==> config.mk <==
export PLATFORM = sky130hd
export DESIGN_NAME = telemetry_regs
export DESIGN_NICKNAME = d
export VERILOG_FILES = /design/src/inc/telemetry_pkg.sv /design/src/telemetry_regs.sv
export VERILOG_INCLUDE_DIRS = /design/src /design/src/inc
export SDC_FILE = /design/constraint.sdc
export NUM_CORES = 1
export LEC_CHECK = 0
export ABC_AREA = 1
export CORE_AREA = 4 4 209 211
export DETAILED_ROUTE_END_ITERATION = 8
export DIE_AREA = 0 0 213 215
export DONT_BUFFER_PORTS = 1
export HOLD_SLACK_MARGIN = 0.03
export PLACE_DENSITY = 0.6
export SETUP_SLACK_MARGIN = 0.5
export SLEW_MARGIN = 20
export SYNTH_ARGS = -nofsm -noshare
export SYNTH_HDL_FRONTEND = slang
export SYNTH_SLANG_ARGS = --single-unit
==> constraint.sdc <==
create_clock -name CLK -period 1.46 [get_ports CLK]
set_input_delay 0.292 -clock CLK [delete_from_list [all_inputs] [get_ports CLK]]
set_output_delay 0.292 -clock CLK [all_outputs]
set_load 0.005 [all_outputs]
==> src/inc/telemetry_defines.svh <==
// constants for the telemetry and channel configuration command block
//
// Contract
// - input voltage read returns latest input sense result, L11 volts
// - output voltage read returns selected channel's latest result, L16 V
// - odd channel with hires bit set returns L11 millivolts instead
// - temperature read returns latest junction temperature, L11 Celsius
// - revision command is read only and returns 8'h11
// - every channel holds its own 16-bit configuration word
// - configuration bits 15:12 ignored on write, read back zero
// - bit 11 set disables fast servo during margin or trim
// - bit 10 selects supervisor resolution, 4mV or 8mV per step
// - bit 9 selects hires ADC on odd channels only
// - bit 8 selects control input zero or control input one
// - bit 7 continuous servo, applies only in DAC mode 00
// - bit 6 re-servo on warning, only mode 00 and not continuous
// - DAC mode 00 soft-connect and servo, 01 DAC disconnected
// - mode 10 connects at once with stored code, 11 soft-connects
`ifndef TELEMETRY_DEFINES_SVH
`define TELEMETRY_DEFINES_SVH

`define CMD_PAGE          8'h00
`define CMD_REVISION      8'h98
`define CMD_READ_VIN      8'h88
`define CMD_READ_VOUT     8'h8b
`define CMD_READ_TEMP     8'h8d
`define CMD_CHAN_CONFIG   8'hd0
`define REVISION_VALUE    8'h11
`define CFG_WRITE_MASK    16'h0fff
`define CFG_RESET         16'h0000
`define BIT_FAST_SERVO    11
`define BIT_SUP_RES       10
`define BIT_ADC_HIRES     9
`define BIT_CTRL_SEL      8
`define BIT_SERVO_CONT    7
`define BIT_SERVO_WARN    6
`define DAC_MODE_HI       5
`define DAC_MODE_LO       4

`endif

==> src/inc/telemetry_pkg.sv <==
// types shared by the telemetry and configuration block
package telemetry_pkg;
    typedef enum logic [1:0]
    {
        DAC_SERVO   = 2'h0,
        DAC_OFF     = 2'h1,
        DAC_DIRECT  = 2'h2,
        DAC_SOFT    = 2'h3
    } dac_mode_t;

    typedef struct packed
    {
        logic        valid;
        logic [15:0] value;
    } sample_t;

    typedef struct packed
    {
        logic        fast_servo_off;
        logic        sup_8mv;
        logic        adc_hires;
        logic        ctrl_sel;
        logic        servo_cont;
        logic        servo_on_warn;
        dac_mode_t   dac_mode;
    } chan_cfg_t;
endpackage

==> src/telemetry_regs.sv <==
// command register set: telemetry reads, revision and per-channel config
`include "telemetry_defines.svh"

module telemetry_regs #(
    parameter int CHANNELS = 8
) (
    input  wire logic                             CLK,
    input  wire logic                             RST_N,
    input  wire logic                             CMD_WR,
    input  wire logic                             CMD_RD,
    input  wire logic [7:0]                       CMD_CODE,
    input  wire logic [15:0]                      CMD_WDATA,
    output logic      [15:0]                      CMD_RDATA,
    output logic                                  CMD_RVALID,
    output logic                                  CMD_UNSUPPORTED,
    input  wire telemetry_pkg::sample_t           VIN_SAMPLE,
    input  wire telemetry_pkg::sample_t           TEMP_SAMPLE,
    input  wire telemetry_pkg::sample_t [CHANNELS-1:0] VOUT_SAMPLE,
    input  wire logic [CHANNELS-1:0]              VOUT_L11_IN,
    input  wire logic                             CONTROL_INPUT_ZERO,
    input  wire logic                             CONTROL_INPUT_ONE,
    input  wire logic [CHANNELS-1:0]              WARN_HIT,
    input  wire logic [CHANNELS-1:0]              TARGET_REACHED,
    output telemetry_pkg::chan_cfg_t [CHANNELS-1:0] CHAN_CFG,
    output logic [CHANNELS-1:0]                   CHAN_CONTROL,
    output logic [CHANNELS-1:0]                   FAST_SERVO_EN,
    output logic [CHANNELS-1:0]                   ADC_HIRES_EN,
    output logic [CHANNELS-1:0]                   SERVO_REQ,
    output logic [CHANNELS-1:0]                   DAC_CONNECT_NOW,
    output logic [CHANNELS-1:0]                   DAC_SOFT_CONNECT,
    output logic [CHANNELS-1:0]                   VOUT_IS_L11
);
    localparam int PW = (CHANNELS > 1) ? $clog2(CHANNELS) : 1;

    // ***********************************************
    // state
    // ***********************************************
    logic [15:0]          vin_r,  vin_nxt;
    logic [15:0]          temp_r, temp_nxt;
    logic [15:0]          vout_r   [CHANNELS];
    logic [15:0]          vout_nxt [CHANNELS];
    logic [15:0]          cfg_r    [CHANNELS];
    logic [15:0]          cfg_nxt  [CHANNELS];
    logic [PW-1:0]        page_r,  page_nxt;
    logic [15:0]          rdata_r, rdata_nxt;
    logic                 rvalid_r, rvalid_nxt;
    logic                 unsup_r, unsup_nxt;
    logic [CHANNELS-1:0]  l11_r, l11_nxt;

    // odd channels only may run hires
    function automatic logic hires_eff(input logic [15:0] cfg,
                                       input int ch);
        hires_eff = cfg[`BIT_ADC_HIRES] & ch[0];
    endfunction

    // ***********************************************
    // next state
    // ***********************************************
    always_comb
    begin
        // whole-word capture, so a read never sees a mixed word
        vin_nxt  = VIN_SAMPLE.valid ? VIN_SAMPLE.value
                                    : vin_r;
        temp_nxt = TEMP_SAMPLE.valid ? TEMP_SAMPLE.value
                                     : temp_r;
        page_nxt = page_r;
        for (int i = 0; i < CHANNELS; i++)
        begin
            vout_nxt[i] = VOUT_SAMPLE[i].valid ? VOUT_SAMPLE[i].value
                                               : vout_r[i];
            l11_nxt[i]  = VOUT_SAMPLE[i].valid ? VOUT_L11_IN[i] : l11_r[i];
            cfg_nxt[i]  = cfg_r[i];
        end
        if (CMD_WR)
        begin
            case (CMD_CODE)
                `CMD_PAGE:
                    page_nxt = CMD_WDATA[PW-1:0];
                `CMD_CHAN_CONFIG:
                    cfg_nxt[page_r] = CMD_WDATA & `CFG_WRITE_MASK;
                default:
                    page_nxt = page_r;
            endcase
        end
        rvalid_nxt = CMD_RD;
        rdata_nxt  = rdata_r;
        unsup_nxt  = 1'b0;
        if (CMD_RD)
        begin
            case (CMD_CODE)
                `CMD_READ_VIN:    rdata_nxt = vin_r;
                `CMD_READ_VOUT:   rdata_nxt = vout_r[page_r];
                `CMD_READ_TEMP:   rdata_nxt = temp_r;
                `CMD_REVISION:
                    rdata_nxt = {8'h00, `REVISION_VALUE};
                `CMD_CHAN_CONFIG:
                    rdata_nxt = cfg_r[page_r]
                              & `CFG_WRITE_MASK;
                `CMD_PAGE:        rdata_nxt = 16'(page_r);
                default:
                begin
                    rdata_nxt = 16'h0000;
                    unsup_nxt = 1'b1;
                end
            endcase
        end
        // writes to read-only commands are flagged as unsupported
        if (CMD_WR && CMD_CODE != `CMD_PAGE && CMD_CODE != `CMD_CHAN_CONFIG)
        begin
            unsup_nxt = 1'b1;
        end
    end

    // ***********************************************
    // registers
    // ***********************************************
    always_ff @(posedge CLK or negedge RST_N)
    begin
        if (!RST_N)
        begin
            vin_r    <= 16'h0000;
            temp_r   <= 16'h0000;
            page_r   <= '0;
            rdata_r  <= 16'h0000;
            rvalid_r <= 1'b0;
            unsup_r  <= 1'b0;
            l11_r    <= '0;
            for (int i = 0; i < CHANNELS; i++)
            begin
                vout_r[i] <= 16'h0000;
                cfg_r[i]  <= `CFG_RESET;
            end
        end
        else
        begin
            vin_r    <= vin_nxt;
            temp_r   <= temp_nxt;
            page_r   <= page_nxt;
            rdata_r  <= rdata_nxt;
            rvalid_r <= rvalid_nxt;
            unsup_r  <= unsup_nxt;
            l11_r    <= l11_nxt;
            for (int i = 0; i < CHANNELS; i++)
            begin
                vout_r[i] <= vout_nxt[i];
                cfg_r[i]  <= cfg_nxt[i];
            end
        end
    end

    assign CMD_RDATA       = rdata_r;
    assign CMD_RVALID      = rvalid_r;
    assign CMD_UNSUPPORTED = unsup_r;

    // ***********************************************
    // per-channel decode of the configuration word
    // ***********************************************
    for (genvar g = 0; g < CHANNELS; g++)
    begin : g_chan
        telemetry_pkg::dac_mode_t mode;
        logic servo_mode;
        assign mode = telemetry_pkg::dac_mode_t'(
                      cfg_r[g][`DAC_MODE_HI:`DAC_MODE_LO]);
        assign servo_mode = (mode == telemetry_pkg::DAC_SERVO);

        assign CHAN_CFG[g].fast_servo_off = cfg_r[g][`BIT_FAST_SERVO];
        assign CHAN_CFG[g].sup_8mv        = cfg_r[g][`BIT_SUP_RES];
        assign CHAN_CFG[g].adc_hires      = hires_eff(cfg_r[g], g);
        assign CHAN_CFG[g].ctrl_sel       = cfg_r[g][`BIT_CTRL_SEL];
        assign CHAN_CFG[g].servo_cont     = cfg_r[g][`BIT_SERVO_CONT];
        assign CHAN_CFG[g].servo_on_warn  = cfg_r[g][`BIT_SERVO_WARN];
        assign CHAN_CFG[g].dac_mode       = mode;

        assign FAST_SERVO_EN[g] = ~cfg_r[g][`BIT_FAST_SERVO];
        assign ADC_HIRES_EN[g]  = hires_eff(cfg_r[g], g);
        assign CHAN_CONTROL[g]  = cfg_r[g][`BIT_CTRL_SEL]
                                ? CONTROL_INPUT_ONE
                                : CONTROL_INPUT_ZERO;
        // servo until target, or always when continuous, or on a warning
        assign SERVO_REQ[g] = servo_mode &&
            (!TARGET_REACHED[g]
             || cfg_r[g][`BIT_SERVO_CONT]
             || (cfg_r[g][`BIT_SERVO_WARN] && WARN_HIT[g]));
        // direct connect relies on the host having loaded the DAC code
        assign DAC_CONNECT_NOW[g]  =
            (mode == telemetry_pkg::DAC_DIRECT);
        assign DAC_SOFT_CONNECT[g] = servo_mode ||
            (mode == telemetry_pkg::DAC_SOFT);
        // engine tags each sample; hires odd channels report L11 mV
        assign VOUT_IS_L11[g] = l11_r[g];
    end
endmodule

Yosys cells after proc, flatten, opt, wreduce, memory -nomap -nowiden
Cells that the tools add are included.
Operators by class
  eq/ne operators: 22
  reduce and logical (&&, ||, !) cells: 64
  div/mod/pow operators: 0
  bitwise gates (word level): 9
  shift operators: 0
  add/sub/neg operators: 0
  $lt $le $gt $ge: 2
  muxes and demuxes: 21
  multiply operators: 0
Operator list (number)
  $bwmux 128: 1
  $bmux 16 s3: 2
  $pmux 16 s6: 1
  $demux 16 s3: 1
  $mux 16: 3
  $eq 8x8->1 const B: 5
  $eq 2x2->1 const B: 16
  $logic_or 1x1->1: 24
  $mux 12: 2
  $logic_and 1x1->1: 19
  $logic_not 2->1: 8
  $mux 1: 11
  $logic_not 1->1: 8
  $logic_not 8->1: 1
  $ne 8x8->1 const B: 1
  $not 1->1: 8
  $reduce_bool 8->1: 1
  $reduce_or 6->1: 1
  $ge 4x4->1 const B: 1
  $lt 4x1->1 const B: 1
  $not 3->4: 1
  $reduce_and 2->1: 2
Word-level totals
  flip-flop bits (word level): 317
  memories: 0
  bits in read-only memories: 0
  logic and storage cells: 148
  memory bits (writable): 0
  bits in latches: 0
  output and inout port bits: 138

Longest topological paths before layout
  depth in word-level cells: 6
  depth in mapped cells: 11
  gate-level depth less buffers: 10

Worst setup path after synthesis
No wires, ideal clock.
  path type: reg-to-reg
  from: register page_r[0]
  to: register rdata_r[8] (netlist: CMD_RDATA[8])
  data arrival time: 1312 ps
  setup slack: 35 ps
  setup time: 113 ps
  cell stages (with the launch flop): 12
  cell sequence: dfrtp_1 buf_4 inv_2 buf_4 buf_2 nand2_1 nand3_1 nand4_1 nand2_1 nand3_1 nand2_1 inv_1
On the way
  word-level cells in the longest chain between the ends: 5
RTL lines
  from (decl): RTL line telemetry_regs.sv:44  | logic [PW-1:0] page_r, page_nxt;
  from (signal assigned): RTL line telemetry_regs.sv:138  | page_r <= page_nxt;
  $not 3->4 (implied by the code) *: RTL line telemetry_regs.sv:92, telemetry_regs.sv:97
  $bmux 16 s3, on equally long branches: RTL line telemetry_regs.sv:97, telemetry_regs.sv:92
  $mux 12 (implied by the code) / $mux 16 (equally long branches) (2 in a row): RTL line telemetry_regs.sv:97, telemetry_regs.sv:92
  $pmux 16 s6 *: RTL line telemetry_regs.sv:90  | case (CMD_CODE)
  to (signal assigned): RTL line telemetry_regs.sv:139  | rdata_r <= rdata_nxt;
  to (decl): RTL line telemetry_regs.sv:45  | logic [15:0] rdata_r, rdata_nxt;
Mark *: on every way between the ends. The rest lies on a longest branch, timed or not. The select of a mux whose other input is x is not followed.
A chain may end at the register's enable or synchronous reset.

Final worst setup path
  from: register page_r[0]
  to: register rdata_r[10] (netlist: CMD_RDATA[10])
The elaborated chain is that of the path after synthesis.

==> flow_metrics.py <==
metrics = {
    "outcome": {
        "status": "complete, but fails checks",
        "failed_checks": "hold timing, setup timing",
    },
    "clocking": {
        "clock_sinks": 285,
        "clockRootBuffer": "clkbuf_16",
        "clock_latency_ps": 550,
        "hold_buffers": 185,
        "cts_buffer_depth": 3,
        "htree_levels": 2,
        "cts_buffers": 35,
        "clk_pin_slew_ps": 60,
        "cts_tree": "built",
    },
    "sta": {
        "worst_pin_slew_ps": 1040,
        "fin_crit_sh": 1.21,
        "finalHoldViolations": 285,
        "timing.slew.headroom": 0.304,
        "drv_slew": 0,
        "timing.fmax_ghz": 0.564,
        "hold_ws_ps": -553,
        "finalSetupTns_ps": -22170,
        "fin_worst_skew_ps": 20.3,
        "rsz0062_at_grt": "yes",
        "setup-violations-final": 135,
        "fin_ws_ps": -312,
        "fin_crit_ps": 1770,
    },
    "grt": {
        "grt_max_degree": 286,
        "grt_pass1_wl_mm": 84.2,
        "antenna_found_initial": 0,
        "grt_util_all_layers": 0.240,
        "grt_pass1_vias": 14000,
        "grt_remaining_overflow": 0,
    },
    "place": {
        "dp_slack_ps": -515,
        "numPortBuffers": 0,
        "placed_area_um2": 15400,
        "dp_cells": 2256,
        "place_hpwl_mm": 35.9,
        "gp_routability_congestion": 0.889,
    },
    "setup_path": {
        "slowest_delay_ps": 540,
        "cp_top_family": "flip-flops",
        "critPathLaunch": "page_r[0]",
        "reg2regPathDepth": 10,
        "cp.arrival_ps": 2210,
        "cp_max_fo": 6,
        "end_kind": "register",
        "startpoint_type": "register",
        "crit_path_top_delay_cell": "dfrtp_4",
        "path_depth": 10,
        "r2r_start": "page_r[0]",
        "critical_path_class": "reg -> reg",
        "required_ps": 1900,
        "crit_top_cell": "nand3_2",
        "crit_chain": "buf_8 > clkbuf_16 > or2_4 > nand3_2 > nand2_2 > o21ai_2 > buf_6 > nand3_2 > nand2_1 > inv_1",
        "crit_buf_inv": 4,
    },
    "synthesis": {
        "ys_seq_area_frac": 0.492,
        "avgSynthCellArea_um2": 8.23,
        "synth_seq_cells": 285,
        "yosysWarnings": 0,
        "syn_inst": 1762,
        "synth_cell_types": 28,
        "synth_area_um2": 14500,
    },
    "floorplan": {
        "die_y_um": 215,
        "io_pins": 362,
        "die_area_um2": 45800,
        "core_um2": 41800,
        "rows": 75,
        "start_util": 0.347,
        "die_w_um": 213,
    },
    "power": {
        "switching_share": 0.252,
        "seqPwrFrac": 0.415,
        "switchingPower_mw": 5.23,
        "p_leak_nw": 9.57,
        "power-per-cell-area_nw_per_um2": 996,
        "p_total_mw": 20.8,
        "p_int_mw": 15.5,
        "combPwrFrac": 0.120,
        "pwr-share-clk": 0.465,
        "peakVddDrop_uv": 728,
    },
    "cells_and_area": {
        "final_common_cell": "nand2_1",
        "final_cells": 2600,
        "syn2layout_area_growth_pct": 43.8,
        "num-nets-final": 2275,
        "final_layout_size_suffix_gt1_frac": 0.306,
        "mostFrequentLayoutCells": "nand2_1 (427), dfrtp_1 (264), inv_1 (198)",
        "post-route-util": 0.500,
        "regArea_um2": 7160,
        "fillers": 3680,
        "design_area_um2": 20900,
        "diodes": 0,
        "multi_input_area_um2": 6800,
    },
    "routing": {
        "drt-total-wl_mm": 57.8,
        "ant_nets": 0,
        "vias": 13300,
        "drc": 0,
        "wire_per_inst_um": 22.2,
        "first_pass_iters": 5,
        "drtIter0Drc": 1095,
        "viasPerCell": 5.12,
    },
    "job": {
        "maxCapViolations": 0,
    },
    "worst_hold_path": {
        "hold_class": "in -> async",
    },
}
## logic make-up after synthesis
group           count (synthesis)  synth area share
mux                            49            0.0380
simple gates                  706             0.208
flops                         285             0.492
compound gates                302             0.113
buf+inv                       403             0.135
other cells                     1          0.000259
fa+ha+maj                      16            0.0138
## Yosys cell counts (all sizes together)
| master | n | share of area |
|---|---|---|
| or2 | 22 | 0.0095 |
| nand2 | 510 | 0.14 |
| o211ai | 24 | 0.012 |
| nor2 | 60 | 0.021 |
| mux2 | 49 | 0.038 |
| o21ai | 262 | 0.094 |
| nand3b | 1 | 0.00052 |
| ha | 16 | 0.014 |
| inv | 242 | 0.063 |
| clkbuf | 43 | 0.011 |
| dfrtp | 285 | 0.49 |
| nor3 | 3 | 0.0010 |
| buf | 118 | 0.062 |
| conb | 1 | 0.00026 |
| a31oi | 8 | 0.0035 |
| nand3 | 100 | 0.035 |
| a21oi | 8 | 0.0028 |
| nand4 | 10 | 0.0043 |
## layout make-up
type / count / area share
Sequential cell: 285 / 0.343
Multi-Input combinational cell: 1096 / 0.326
Timing Repair Buffer: 374 / 0.192
Clock buffer: 47 / 0.0471
Inverter: 242 / 0.0450
Tap cell: 539 / 0.0323
Clock inverter: 16 / 0.0136
Timing Repair inverter: 1 / 0.000960
## layer usage
metal / track usage / wire length, µm / up-vias
met5: 0 / 0 / -
met4: 0.0947 / 2750 / 0
met3: 0.0626 / 4540 / 167
met2: 0.411 / 28500 / 579
met1: 0.286 / 22000 / 6501
li1: - / - / 6058
## power groups by stage
stage | combinational (mW) | clock, mW | sequential, mW
after floorplan | 1.23 | 0 | 8.66
after global placement | 1.57 | 0 | 8.73
after detailed placement | 1.61 | 0 | 8.74
after CTS | 2.37 | 9.86 | 8.60
after global routing | 2.71 | 10.2 | 8.66
final | 2.50 | 9.65 | 8.62
## flip-flops by register name, indices dropped and copies added (netlist names), 3 cells and up
signal / cells
page_r: 3
temp_r: 16
CHAN_CFG: 56
cfg_r: 36
CMD_RDATA: 16
ADC_HIRES_EN: 4
vout_r: 128
vin_r: 16
VOUT_IS_L11: 8
## what timing repair did
item / CTS / global route
setup endpoints to repair: 243 / 276
setup buffers: 51 / 22
pin swaps: 51 / 31
endpoints found under the hold margin: 474 / 285
cloned: 15 / 8
gates resized for setup: 269 / 94
## path summary, 6_finish.rpt
path	endpoint	slack (ps)
max in group asynchronous	CMD_RDATA[7]	1100
worst max register to register	CMD_RDATA[10]	-310
min in group CLK	CMD_RDATA[11]	50
worst min-delay path	CHAN_CFG[23]	-550
worst min register to register	cfg_r[49]	490
worst max-delay path	CMD_RDATA[10]	-310
Power figures use the tool's default switching activity.
